### src/shared/oss_pkg.sv
// Shared constants and types for the output safety supervisor.
// Assumes a 50 MHz clock and a 16-bit register port.
package oss_pkg;

  ////////////////////////////////////////////////////////////////////////////
  // Widths
  localparam int ADDR_W = 4;
  localparam int DATA_W = 16;
  localparam int CODE_W = 8;
  localparam int NUM_AO = 2;
  localparam int DO_W = 8;

  ////////////////////////////////////////////////////////////////////////////
  // Timing
  localparam int CLK_PERIOD_NS = 20;
  localparam int MS_TIME_NS = 1000000;
  localparam int CYC_PER_MS_DEF = MS_TIME_NS / CLK_PERIOD_NS;
  localparam int MOD_WDT_TIME_MS = 100;
  localparam int MOD_WDT_CYC_DEF = MOD_WDT_TIME_MS * CYC_PER_MS_DEF;
  localparam logic [7:0] BLINK_TIME_MS = 8'hFA;

  ////////////////////////////////////////////////////////////////////////////
  // Register word addresses
  localparam logic [ADDR_W-1:0] CTRL_ADDR = 4'h0;
  localparam logic [ADDR_W-1:0] HWDT_PERIOD_ADDR = 4'h1;
  localparam logic [ADDR_W-1:0] CMD_ADDR = 4'h2;
  localparam logic [ADDR_W-1:0] STATUS_ADDR = 4'h3;
  localparam logic [ADDR_W-1:0] DO_CMD_ADDR = 4'h4;
  localparam logic [ADDR_W-1:0] AO_CMD_BASE = 4'h5;
  localparam logic [ADDR_W-1:0] ALARM_HI_ADDR = 4'h7;
  localparam logic [ADDR_W-1:0] ALARM_LO_ADDR = 4'h8;
  localparam logic [ADDR_W-1:0] PWRON_DO_ADDR = 4'h9;
  localparam logic [ADDR_W-1:0] SAFE_DO_ADDR = 4'hA;
  localparam logic [ADDR_W-1:0] PWRON_AO_BASE = 4'hB;
  localparam logic [ADDR_W-1:0] SAFE_AO_BASE = 4'hD;
  localparam logic [ADDR_W-1:0] AI_VALUE_ADDR = 4'hF;

  ////////////////////////////////////////////////////////////////////////////
  // Reset values
  localparam logic [DATA_W-1:0] HWDT_PERIOD_RST = 16'h03E8;
  localparam logic [DO_W-1:0] PWRON_DO_RST = 8'h00;
  localparam logic [DO_W-1:0] SAFE_DO_RST = 8'h00;
  localparam logic [DATA_W-1:0] PWRON_AO_RST = 16'h0000;
  localparam logic [DATA_W-1:0] SAFE_AO_RST = 16'h0000;
  localparam logic [DATA_W-1:0] ALARM_HI_RST = 16'h7FFF;
  localparam logic [DATA_W-1:0] ALARM_LO_RST = 16'h8000;

  ////////////////////////////////////////////////////////////////////////////
  // Commands and answers
  localparam logic [CODE_W-1:0] CMD_READ_STATUS = 8'h00;
  localparam logic [CODE_W-1:0] CMD_CLEAR_TIMEOUT = 8'h01;
  localparam logic [CODE_W-1:0] CMD_RESET_QUERY = 8'h05;
  localparam logic [CODE_W-1:0] CMD_ALARM_CLEAR = 8'h06;
  localparam logic [CODE_W-1:0] STATUS_TIMEOUT = 8'h04;
  localparam logic [CODE_W-1:0] STATUS_NORMAL = 8'h00;
  localparam logic [CODE_W-1:0] RSTQ_SET = 8'h01;
  localparam logic [CODE_W-1:0] RSTQ_CLEAR = 8'h00;
  localparam logic [CODE_W-1:0] RESP_SUCCESS = 8'h3E;
  localparam logic [CODE_W-1:0] RESP_IGNORED = 8'h21;
  localparam logic [CODE_W-1:0] RESP_UNKNOWN = 8'h3F;

  ////////////////////////////////////////////////////////////////////////////
  // Data encoding and alarm ownership
  localparam logic [DATA_W-1:0] SIGN_FLIP = 16'h8000;
  localparam logic [DO_W-1:0] ALARM_DO_MASK = 8'h03;
  localparam int LOW_ALARM_BIT = 0;
  localparam int HIGH_ALARM_BIT = 1;

  typedef struct packed {
    logic [11:0] rsvd;
    logic rangeUnsigned;
    logic alarmLatch;
    logic alarmEn;
    logic hostWdtEn;
  } oss_ctrl_t;

  typedef struct packed {
    logic [10:0] rsvd;
    logic highAlarm;
    logic lowAlarm;
    logic ledOn;
    logic resetStatus;
    logic timeoutFlag;
  } oss_status_t;

endpackage : oss_pkg

### src/rtl/oss_supervisor.sv
// Output safety supervisor: power-on/safe outputs, two watchdogs,
// reset status, limit alarm on two outputs.
// Assumes an external store keeps the timeout flag.
//
// Behaviour
// - Reboot loads power-on values, safe values when flagged
// - Commands accepted after reboot
// - Host timeout: flag, safe values
// - Flagged: drop output commands, blink lamp
// - Status answers 04 when flagged
// - Clear command drops flag
// - Reset status set on every reboot
// - Reset query reports, then clears
// - Watchdog reboots stalled module
// - Current ranges: unsigned codes
// - Other ranges: signed codes
// - Alarm: output0 low, output1 high
// - Alarm: commands to outputs 0 and 1 ignored
// - Momentary: high while above limit
// - Momentary: low while below limit
// - Momentary: alarm drops inside limits
// - Latch: alarm stays after crossing
// - Latch cleared by command or reset
// - Flag non-volatile, safe at power-on
// - Analog command: ignored or success
//
// Decided for this implementation: the plain strobed port and the register addresses.
`timescale 1ns/10ps

module oss_supervisor
  import oss_pkg::*;
#(
  parameter int unsigned CYC_PER_MS = CYC_PER_MS_DEF,
  parameter int unsigned MOD_WDT_CYCLES = MOD_WDT_CYC_DEF
)
(
  // Clock, reset, enable
  input wire logic clk,
  input wire logic rst_b,
  input wire logic ce,
  // Register port
  input wire logic [ADDR_W-1:0] regAddr,
  input wire logic [DATA_W-1:0] regWdata,
  input wire logic regWr,
  input wire logic regRd,
  output logic [DATA_W-1:0] regRdata,
  // Host link activity
  input wire logic hostMsgValid,
  // Module health
  input wire logic coreAlive,
  // Non-volatile timeout flag copy
  input wire logic nvTimeoutIn,
  output logic nvTimeoutOut,
  // Analog input and alarm reset
  input wire logic [DATA_W-1:0] adcRaw,
  input wire logic alarmManualClr,
  // Outputs
  output logic [NUM_AO-1:0][DATA_W-1:0] aoOut,
  output logic [DO_W-1:0] doOut,
  output logic statusLed,
  output logic moduleReboot
);

  ////////////////////////////////////////////////////////////////////////////
  // Shared limit compare
  function automatic logic exceeds(input logic [DATA_W-1:0] a,
                                   input logic [DATA_W-1:0] b,
                                   input logic unsignedMode);
    if (unsignedMode)
    begin
      return a > b;
    end
    return $signed(a) > $signed(b);
  endfunction : exceeds

  oss_ctrl_t ctrl_reg;
  logic [DATA_W-1:0] hwdtPeriod_reg;
  logic [DATA_W-1:0] alarmHi_reg;
  logic [DATA_W-1:0] alarmLo_reg;
  logic [DO_W-1:0] pwronDo_reg;
  logic [DO_W-1:0] safeDo_reg;
  logic [DATA_W-1:0] pwronAo_reg [NUM_AO];
  logic [DATA_W-1:0] safeAo_reg [NUM_AO];
  logic [DATA_W-1:0] aoCmd_reg [NUM_AO];
  logic [DO_W-1:0] doCmd_reg;
  logic [DATA_W-1:0] analogInputValue_reg;
  logic hostTimeoutFlag_reg;
  logic resetStatus_reg;
  logic lowAlarm_reg;
  logic highAlarm_reg;
  logic [CODE_W-1:0] cmdResult_reg;
  logic [31:0] msCnt_reg;
  logic msTick;
  logic [DATA_W-1:0] hostMs_reg;
  logic [DATA_W-1:0] hostMsNext;
  logic hostFire;
  logic [31:0] modCnt_reg;
  logic modFire;
  logic [7:0] blinkCnt_reg;
  logic blink_reg;
  logic [DATA_W-1:0] rdMux;
  logic cmdWr;
  logic [CODE_W-1:0] cmdCode;
  logic clrTimeoutCmd;
  logic alarmClr;
  logic aboveHigh;
  logic belowLow;
  logic [DO_W-1:0] alarmBits;
  oss_status_t status;

  assign cmdWr = regWr && (regAddr == CMD_ADDR);
  assign cmdCode = regWdata[CODE_W-1:0];
  assign clrTimeoutCmd = cmdWr && (cmdCode == CMD_CLEAR_TIMEOUT);
  assign alarmClr = (cmdWr && (cmdCode == CMD_ALARM_CLEAR)) || alarmManualClr;

  ////////////////////////////////////////////////////////////////////////////
  // Config registers; a reboot keeps them
  always_ff @(posedge clk)
  begin
    if (!rst_b)
    begin
      ctrl_reg <= '0;
      hwdtPeriod_reg <= HWDT_PERIOD_RST;
      alarmHi_reg <= ALARM_HI_RST;
      alarmLo_reg <= ALARM_LO_RST;
      pwronDo_reg <= PWRON_DO_RST;
      safeDo_reg <= SAFE_DO_RST;
      for (int i = 0; i < NUM_AO; i++)
      begin
        pwronAo_reg[i] <= PWRON_AO_RST;
        safeAo_reg[i] <= SAFE_AO_RST;
      end
    end
    else if (ce && regWr)
    begin
      unique case (regAddr)
        CTRL_ADDR: ctrl_reg <= {12'h000, regWdata[3:0]};
        HWDT_PERIOD_ADDR: hwdtPeriod_reg <= regWdata;
        ALARM_HI_ADDR: alarmHi_reg <= regWdata;
        ALARM_LO_ADDR: alarmLo_reg <= regWdata;
        PWRON_DO_ADDR: pwronDo_reg <= regWdata[DO_W-1:0];
        SAFE_DO_ADDR: safeDo_reg <= regWdata[DO_W-1:0];
        default:
        begin
          for (int i = 0; i < NUM_AO; i++)
          begin
            if (regAddr == PWRON_AO_BASE + ADDR_W'(i))
            begin
              pwronAo_reg[i] <= regWdata;
            end
            if (regAddr == SAFE_AO_BASE + ADDR_W'(i))
            begin
              safeAo_reg[i] <= regWdata;
            end
          end
        end
      endcase
    end
  end

  ////////////////////////////////////////////////////////////////////////////
  // Millisecond time base
  assign msTick = (msCnt_reg == 32'(CYC_PER_MS - 1));

  always_ff @(posedge clk)
  begin
    if (!rst_b)
    begin
      msCnt_reg <= '0;
    end
    else if (ce)
    begin
      msCnt_reg <= msTick ? '0 : msCnt_reg + 32'h00000001;
    end
  end

  ////////////////////////////////////////////////////////////////////////////
  // Host watchdog; a zero period never fires
  assign hostMsNext = hostMs_reg + 16'h0001;
  assign hostFire = ctrl_reg.hostWdtEn && msTick && !hostTimeoutFlag_reg
                    && (hwdtPeriod_reg != '0) && (hostMsNext >= hwdtPeriod_reg);

  always_ff @(posedge clk)
  begin
    if (!rst_b)
    begin
      hostMs_reg <= '0;
    end
    else if (ce)
    begin
      if (!ctrl_reg.hostWdtEn || hostMsgValid || hostFire || modFire)
      begin
        hostMs_reg <= '0;
      end
      else if (msTick && (hostMs_reg != '1))
      begin
        hostMs_reg <= hostMsNext;
      end
    end
  end

  ////////////////////////////////////////////////////////////////////////////
  // Module watchdog; a stalled core forces a reboot
  assign modFire = (modCnt_reg == 32'(MOD_WDT_CYCLES - 1));

  always_ff @(posedge clk)
  begin
    if (!rst_b)
    begin
      modCnt_reg <= '0;
      moduleReboot <= 1'b0;
    end
    else if (ce)
    begin
      modCnt_reg <= (coreAlive || modFire) ? '0 : modCnt_reg + 32'h00000001;
      moduleReboot <= modFire;
    end
  end

  ////////////////////////////////////////////////////////////////////////////
  // Timeout flag; loaded from the store, set beats clear
  always_ff @(posedge clk)
  begin
    if (!rst_b)
    begin
      hostTimeoutFlag_reg <= nvTimeoutIn;
    end
    else if (ce)
    begin
      if (hostFire)
      begin
        hostTimeoutFlag_reg <= 1'b1;
      end
      else if (clrTimeoutCmd)
      begin
        hostTimeoutFlag_reg <= 1'b0;
      end
    end
  end

  assign nvTimeoutOut = hostTimeoutFlag_reg;

  ////////////////////////////////////////////////////////////////////////////
  // Reset status; a reboot beats the query
  always_ff @(posedge clk)
  begin
    if (!rst_b)
    begin
      resetStatus_reg <= 1'b1;
    end
    else if (ce)
    begin
      if (modFire)
      begin
        resetStatus_reg <= 1'b1;
      end
      else if (cmdWr && (cmdCode == CMD_RESET_QUERY))
      begin
        resetStatus_reg <= 1'b0;
      end
    end
  end

  ////////////////////////////////////////////////////////////////////////////
  // Command answers
  always_ff @(posedge clk)
  begin
    if (!rst_b)
    begin
      cmdResult_reg <= STATUS_NORMAL;
    end
    else if (ce && regWr)
    begin
      if (cmdWr)
      begin
        unique case (cmdCode)
          CMD_READ_STATUS:
            cmdResult_reg <= hostTimeoutFlag_reg ? STATUS_TIMEOUT : STATUS_NORMAL;
          CMD_CLEAR_TIMEOUT: cmdResult_reg <= RESP_SUCCESS;
          CMD_RESET_QUERY:
            cmdResult_reg <= resetStatus_reg ? RSTQ_SET : RSTQ_CLEAR;
          CMD_ALARM_CLEAR: cmdResult_reg <= RESP_SUCCESS;
          default: cmdResult_reg <= RESP_UNKNOWN;
        endcase
      end
      else if ((regAddr == DO_CMD_ADDR) || (regAddr == AO_CMD_BASE)
               || (regAddr == AO_CMD_BASE + ADDR_W'(1)))
      begin
        cmdResult_reg <= hostTimeoutFlag_reg ? RESP_IGNORED : RESP_SUCCESS;
      end
    end
  end

  ////////////////////////////////////////////////////////////////////////////
  // Commanded outputs
  always_ff @(posedge clk)
  begin
    if (!rst_b)
    begin
      doCmd_reg <= nvTimeoutIn ? SAFE_DO_RST : PWRON_DO_RST;
      for (int i = 0; i < NUM_AO; i++)
      begin
        aoCmd_reg[i] <= nvTimeoutIn ? SAFE_AO_RST : PWRON_AO_RST;
      end
    end
    else if (ce)
    begin
      if (modFire || hostFire)
      begin
        // Safe values stay until the host writes anew
        doCmd_reg <= (hostTimeoutFlag_reg || hostFire) ? safeDo_reg : pwronDo_reg;
        for (int i = 0; i < NUM_AO; i++)
        begin
          aoCmd_reg[i] <= (hostTimeoutFlag_reg || hostFire) ? safeAo_reg[i]
                                                           : pwronAo_reg[i];
        end
      end
      else if (regWr && !hostTimeoutFlag_reg)
      begin
        if (regAddr == DO_CMD_ADDR)
        begin
          doCmd_reg <= ctrl_reg.alarmEn
                       ? ((regWdata[DO_W-1:0] & ~ALARM_DO_MASK) | (doCmd_reg & ALARM_DO_MASK))
                       : regWdata[DO_W-1:0];
        end
        for (int i = 0; i < NUM_AO; i++)
        begin
          if (regAddr == AO_CMD_BASE + ADDR_W'(i))
          begin
            aoCmd_reg[i] <= regWdata;
          end
        end
      end
    end
  end

  ////////////////////////////////////////////////////////////////////////////
  // Offset-binary raw value to range code
  always_ff @(posedge clk)
  begin
    if (!rst_b)
    begin
      analogInputValue_reg <= '0;
    end
    else if (ce)
    begin
      analogInputValue_reg <= ctrl_reg.rangeUnsigned ? adcRaw
                                                     : (adcRaw ^ SIGN_FLIP);
    end
  end

  ////////////////////////////////////////////////////////////////////////////
  // Limit alarm, a cycle behind the encoding
  assign aboveHigh = exceeds(analogInputValue_reg, alarmHi_reg, ctrl_reg.rangeUnsigned);
  assign belowLow = exceeds(alarmLo_reg, analogInputValue_reg, ctrl_reg.rangeUnsigned);

  always_ff @(posedge clk)
  begin
    if (!rst_b)
    begin
      lowAlarm_reg <= 1'b0;
      highAlarm_reg <= 1'b0;
    end
    else if (ce)
    begin
      if (!ctrl_reg.alarmEn || modFire)
      begin
        lowAlarm_reg <= 1'b0;
        highAlarm_reg <= 1'b0;
      end
      else if (ctrl_reg.alarmLatch)
      begin
        // Crossing beats clear
        if (belowLow)
        begin
          lowAlarm_reg <= 1'b1;
        end
        else if (alarmClr)
        begin
          lowAlarm_reg <= 1'b0;
        end
        if (aboveHigh)
        begin
          highAlarm_reg <= 1'b1;
        end
        else if (alarmClr)
        begin
          highAlarm_reg <= 1'b0;
        end
      end
      else
      begin
        lowAlarm_reg <= belowLow;
        highAlarm_reg <= aboveHigh;
      end
    end
  end

  always_comb
  begin
    alarmBits = '0;
    alarmBits[LOW_ALARM_BIT] = lowAlarm_reg;
    alarmBits[HIGH_ALARM_BIT] = highAlarm_reg;
  end

  ////////////////////////////////////////////////////////////////////////////
  // Outputs; timeout has the last word
  always_ff @(posedge clk)
  begin
    if (!rst_b)
    begin
      doOut <= nvTimeoutIn ? SAFE_DO_RST : PWRON_DO_RST;
      for (int i = 0; i < NUM_AO; i++)
      begin
        aoOut[i] <= nvTimeoutIn ? SAFE_AO_RST : PWRON_AO_RST;
      end
    end
    else if (ce)
    begin
      if (hostTimeoutFlag_reg)
      begin
        doOut <= safeDo_reg;
      end
      else if (ctrl_reg.alarmEn)
      begin
        doOut <= (doCmd_reg & ~ALARM_DO_MASK) | alarmBits;
      end
      else
      begin
        doOut <= doCmd_reg;
      end
      for (int i = 0; i < NUM_AO; i++)
      begin
        aoOut[i] <= hostTimeoutFlag_reg ? safeAo_reg[i] : aoCmd_reg[i];
      end
    end
  end

  ////////////////////////////////////////////////////////////////////////////
  // Lamp: steady on, blinking while timed out
  always_ff @(posedge clk)
  begin
    if (!rst_b)
    begin
      blinkCnt_reg <= '0;
      blink_reg <= 1'b0;
      statusLed <= 1'b1;
    end
    else if (ce)
    begin
      if (!hostTimeoutFlag_reg)
      begin
        blinkCnt_reg <= '0;
        blink_reg <= 1'b0;
      end
      else if (msTick)
      begin
        if (blinkCnt_reg == BLINK_TIME_MS - 8'h01)
        begin
          blinkCnt_reg <= '0;
          blink_reg <= ~blink_reg;
        end
        else
        begin
          blinkCnt_reg <= blinkCnt_reg + 8'h01;
        end
      end
      statusLed <= hostTimeoutFlag_reg ? blink_reg : 1'b1;
    end
  end

  ////////////////////////////////////////////////////////////////////////////
  // Read-back; data stand one cycle after the strobe
  always_comb
  begin
    status = '0;
    status.timeoutFlag = hostTimeoutFlag_reg;
    status.resetStatus = resetStatus_reg;
    status.ledOn = statusLed;
    status.lowAlarm = lowAlarm_reg;
    status.highAlarm = highAlarm_reg;
    unique case (regAddr)
      CTRL_ADDR: rdMux = ctrl_reg;
      HWDT_PERIOD_ADDR: rdMux = hwdtPeriod_reg;
      CMD_ADDR: rdMux = {8'h00, cmdResult_reg};
      STATUS_ADDR: rdMux = status;
      DO_CMD_ADDR: rdMux = {8'h00, doOut};
      AO_CMD_BASE: rdMux = aoOut[0];
      ALARM_HI_ADDR: rdMux = alarmHi_reg;
      ALARM_LO_ADDR: rdMux = alarmLo_reg;
      PWRON_DO_ADDR: rdMux = {8'h00, pwronDo_reg};
      SAFE_DO_ADDR: rdMux = {8'h00, safeDo_reg};
      PWRON_AO_BASE: rdMux = pwronAo_reg[0];
      SAFE_AO_BASE: rdMux = safeAo_reg[0];
      AI_VALUE_ADDR: rdMux = analogInputValue_reg;
      AO_CMD_BASE + 4'h1: rdMux = aoOut[1];
      PWRON_AO_BASE + 4'h1: rdMux = pwronAo_reg[1];
      SAFE_AO_BASE + 4'h1: rdMux = safeAo_reg[1];
    endcase
  end

  always_ff @(posedge clk)
  begin
    if (!rst_b)
    begin
      regRdata <= '0;
    end
    else if (ce)
    begin
      regRdata <= regRd ? rdMux : '0;
    end
  end

endmodule : oss_supervisor

### config.mk
export PLATFORM = sky130hd
export DESIGN_NAME = oss_supervisor
export DESIGN_NICKNAME = d
export VERILOG_FILES = /design/src/shared/oss_pkg.sv /design/src/rtl/oss_supervisor.sv
export SDC_FILE = /design/constraint.sdc
export NUM_CORES = 1
export LEC_CHECK = 0
export ABC_AREA = 1
export BUFFER_PORTS_ARGS = -buffer_cell sky130_fd_sc_hd__buf_2
export CAP_MARGIN = 20
export CORE_UTILIZATION = 46
export DETAILED_ROUTE_END_ITERATION = 12
export PLACE_DENSITY_LB_ADDON = 0.3
export SLEW_MARGIN = 15
export SYNTH_ARGS = -nofsm -noshare
export SYNTH_HDL_FRONTEND = slang
export SYNTH_SLANG_ARGS = --single-unit
### constraint.sdc
create_clock -name clk -period 4.5 [get_ports clk]
set_input_delay 1.125 -clock clk [delete_from_list [all_inputs] [get_ports clk]]
set_output_delay 1.125 -clock clk [all_outputs]
set_load 0.02 [all_outputs]
Word level (Yosys, flattened, before mapping)
Memory sizes are Yosys's and may differ from the RTL's.
Index checks and enable logic that the tools add are counted.
- output and inout bits: 59
- RAM bits: 96
- memories: 3
- bits of input ports: 45
- register bits after elaboration: 251
- memories (name ; depth ; bits a word ; rd ports ; clocked after memory_dff ; write ports ; line ; RTL):
    aoCmd_reg ; 2 ; 16 ; 2 ; 0 ; 2 ; oss_supervisor.sv:84 ; logic [DATA_W-1:0] aoCmd_reg [NUM_AO];
    pwronAo_reg ; 2 ; 16 ; 2 ; 0 ; 2 ; oss_supervisor.sv:82 ; logic [DATA_W-1:0] pwronAo_reg [NUM_AO];
    safeAo_reg ; 2 ; 16 ; 2 ; 0 ; 2 ; oss_supervisor.sv:83 ; logic [DATA_W-1:0] safeAo_reg [NUM_AO];
- reduce and logical (&&, ||, !) cells: 49
- eq/ne operators: 28
- order comparisons: 5
- bitwise operators: 12
- add/sub/neg operators: 4
- multiplexer cells: 94
- operators by type and width (kind ; count):
    2-to-1 mux 16 bit ; 16
    case mux 16 bit (16 select lines) ; 1
    2-to-1 mux 8 bit ; 12
    adder 32 x 1 -> 32 bit (second input constant) ; 2
    greater-than comparator 16 bit ; 4
    2-to-1 mux 32 bit ; 2
    2-to-1 mux 1 bit ; 60
    == test 32 x 16 -> 1 bit (second input constant) ; 1
    == test 32 x 23 -> 1 bit (second input constant) ; 1
    == test 4 bit (second input constant) ; 8
    AND reduction 2 bit ; 13
    case mux 6 bit (3 select lines) ; 1
    adder 16 x 1 -> 16 bit (second input constant) ; 1
    == test 4 x 3 -> 1 bit (second input constant) ; 4
    == test 8 x 3 -> 1 bit (second input constant) ; 2
    greater-or-equal comparator 16 bit ; 1
    != test 16 bit (second input constant) ; 1
    bitwise OR 8 x 2 -> 8 bit ; 2
    nonzero test 16 bit ; 1
    logical AND 1 bit ; 11
    logical OR 1 bit ; 10
    nonzero test 2 bit ; 5
    adder 8 x 1 -> 8 bit (second input constant) ; 1
    == test 4 x 2 -> 1 bit (second input constant) ; 2
    16 further kinds ; 30

Longest topological paths before layout
- depth after elaboration: 12
- mapped depth: 25

Least setup slack after synthesis
No wires, ideal clock.
- path type: in2reg
- from: in regAddr[3]
- to: mem pwronAo_reg[0][0] (enable)
- setup time: 0.411 ns
- setup slack: 1.182 ns
- path buffers: 1
- data required time: 4.089 ns
- data arrival time: 2.907 ns
- cell stages on the path: 5
- cells stage by stage: inv_1 -> nor2_1 -> nand2_1 -> clkbuf_1 -> o21ai_0
- RTL lines (element ; line ; RTL):
    from (decl) ; oss_supervisor.sv:42 ; input wire logic [ADDR_W-1:0] regAddr,
    to (decl) ; oss_supervisor.sv:82 ;

==> flow_metrics.tcl <==
set metrics [dict create \
    multi_input_area_um2 8040 \
    post_cts_resized 0 \
    fill_cells 3579 \
    cts_sinks 343 \
    cts_tree "yes" \
    hp-class "reg2reg" \
    p_sw_share_pct 25.5 \
    ys_warn_count 0 \
    seq_area_um2 7840 \
    synthSimpleGateAreaFrac_pct 23.3 \
    gp_congestion 0.986 \
    tightest_slew_ns 1.01 \
    synth_adder_area_share_pct 3.80 \
    antenna_left 0 \
    cp_max_fo 29 \
    drtIter0Drc 1851 \
    seq_power_share_pct 45.1 \
    r2r_slack_ns 0.65 \
    cpMaxStageDelayCell "dfxtp_1" \
    crit_top_cell "nand2_1" \
    synth_top_family_by_area "simple AND/OR/NAND/NOR gates" \
    synth_top_cell_by_area "dfxtp_1" \
    finish.utilization_pct 54.0 \
    synth-compound-area-share_pct 17.2 \
    cpPeakStageDelay_ns 0.44 \
    rows 70 \
    core_area_um2 37000 \
    p_per_area_nw_per_um2 372 \
    ys_ff_latch 343 \
    start_util_pct 47.2 \
    synthCells 2304 \
    hold_violations 0 \
    yosys-top-cells-area "dfxtp_1 28%, edfxtp_1 17%, nand2_1 9.7%, inv_1 6.5%, a21oi_1 6.3%" \
    required_ns 4.83 \
    wl_per_cell_um 21.3 \
    vias 17000 \
    cts-hold-fix-buffers 0 \
    worst-setup-path-type "reg2reg" \
    final_nets 2497 \
    grt_pass1_vias 16200 \
    fin_ws_ns 0.654 \
    grt_max_degree 105 \
    p_int_uw 5540 \
    drc 0 \
    cts-root-buf "clkbuf_16" \
    synth.top_cell.area_share_pct 28.2 \
    skew_ns 0.0291 \
    synthXorXnorAreaFrac_pct 1.71 \
    arrival_ns 4.18 \
    period_minus_slack_ns 3.85 \
    portBuffers 103 \
    grt_pass1_wl_mm 94.7 \
    syn_nets 2402 \
    grt_antenna_before_repair 0 \
    rsz0062_at_grt "no" \
    ys_seq_area_share_pct 44.9 \
    h-tree-depth 2 \
    die-area_um2 38700 \
    synth_cell_types 49 \
    dp_slack_ns 0.712 \
    ioPinCount 104 \
    tns_ns 0 \
    final_common_cell "nand2_1" \
    final_cell_mix "451 x nand2_1, 302 x inv_1, 246 x dfxtp_1, 229 x nor2_1, 221 x a21oi_1" \
    grt.overflow.total 0 \
    fmax_mhz 260 \
    cts_buffers 40 \
    run_status "finished clean" \
    syn_area_um2 17400 \
    ir_drop_mv 0.286 \
    grt_use_total_pct 32.3 \
    clockBufferDepth 3 \
    dp_hpwl_mm 45.0 \
    instances_no_fill 2934 \
    maxCapViolCount 0 \
    dp_cells 2861 \
    diodes 0 \
    synthMuxAreaShare_pct 0 \
    cts_setup_buffers 0 \
    vias_per_cell 5.80 \
    switchingPower_uw 1900 \
    maxSlewHeadroom_pct 32.4 \
    start_kind "flip-flop" \
    pwr-share-comb_pct 8.2 \
    drv_slew 0 \
    die_h_um 197 \
    drt-total-wl_mm 62.4 \
    p_leak_uw 0.00842 \
    die_w_um 197 \
    crit_path_cell_trace "ha_1, nand3_1, nor2_1, inv_1, nor2_1, xor2_1, ha_1, nand2_1, o21ai_0, a21oi_1, nand2_1, nand2_4, nand2_2, buf_4, nand2_1, o21ai_0, nand2_1, nand2_1" \
    avgSynthCellArea_um2 7.57 \
    clkTransAtPathRegs_ns 0.06 \
    power_frac_clock_pct 46.7 \
    area_growth_pct 14.4 \
    fin_crit_sh_pct 85.5 \
    worstSkewPairLatency_ns 0.58 \
    first_pass_iters 8 \
    finalSetupViolCount 0 \
    drive_above_1_share_pct 10.7 \
    end_kind "flip-flop" \
]
## routing by layer
metal / GRT usage (%) / routed length [um] / up-vias
met5: 0 / 0 / -
met4: 21.3 / 4120 / 0
met3: 5.49 / 6150 / 203
met2: 49.6 / 27200 / 961
met1: 42.0 / 25000 / 7898
li1: - / - / 7956
## layout make-up
| cell class | instances | area share, % |
|---|---|---|
| multi-input combinational | 1554 | 40.3 |
| clock buffer | 53 | 5.78 |
| tap | 504 | 3.16 |
| inverter | 309 | 5.82 |
| clock inverter | 20 | 1.20 |
| timing repair buffer | 151 | 4.52 |
| sequential | 343 | 39.3 |
## path summary, 6_finish.rpt
kind,from,end,cells past startpoint
worst max-delay path,hostMs_reg[0]$_SDFFE_PN0P_,aoCmd_reg[0][28]$_DFFE_PP_,18
worst min-delay path,regRdata[7]$_SDFFE_PN0P_,regRdata[7]$_SDFFE_PN0P_,2
worst max register to register,hostMs_reg[0]$_SDFFE_PN0P_,aoCmd_reg[0][28]$_DFFE_PP_,18
worst min register to register,regRdata[7]$_SDFFE_PN0P_,regRdata[7]$_SDFFE_PN0P_,2
## per-stage QoR
stage               hold WS [ns]  area, um2  total power [uW]
floorplan                  0.438      17400              3740
global placement           0.450      18600              4000
detailed placement         0.455      18600              4010
CTS                        0.464      20000              7460
global route               0.481      20000              7630
finish                     0.459      20000              7440
## kinds of logic (layout without fill, tap and decap cells)
group / after synthesis / after routing
flops: 343 / 343
fa+ha+maj: 53 / 53
compound gates: 526 / 526
simple gates: 941 / 941
xor+xnor: 34 / 34
buf+inv: 407 / 533
## worst max-delay path: cells and delay by family (launching register included)
kind            cells  cell delay [ns]
simple gates       10             1.61
fa+ha+maj           2             0.51
buf+inv             2             0.48
flops               1             0.44
compound gates      3             0.32
xor+xnor            1             0.23
## power by group through the flow
stage	logic, uW	clock network (uW)	registers [uW]
4_1_cts	599	3510	3350
5_1_grt	659	3610	3360
3_5_place_dp	595	0	3410
6_report	613	3470	3350
3_3_place_gp	590	0	3410
2_1_floorplan	317	0	3420
## cell usage after synthesis, drive strengths merged
| cell type | instances |
|---|---|
| nand2 | 466 |
| inv | 307 |
| dfxtp | 246 |
| nor2 | 240 |
| a21oi | 221 |
| o21ai | 172 |
| edfxtp | 97 |
| nand3 | 93 |
| clkbuf | 71 |
| nand4 | 57 |
| nor3 | 54 |
| ha | 53 |
| a221oi | 37 |
| buf | 27 |
| o22ai | 26 |
| xor2 | 26 |
| o211ai | 20 |
| nor4 | 14 |
| a211oi | 12 |
| o221ai | 9 |
| nor3b | 8 |
| xnor2 | 8 |
| o21a | 7 |
| o31ai | 6 |
| a31oi | 4 |
| o2111ai | 4 |
| or2 | 4 |
| o21bai | 3 |
| a21o | 2 |
| clkinv | 2 |
| nand3b | 2 |
| o2bb2ai | 2 |
| and2 | 1 |
| nor4b | 1 |
| o2111a | 1 |
| or3 | 1 |
Power figures use the tool's default switching activity.
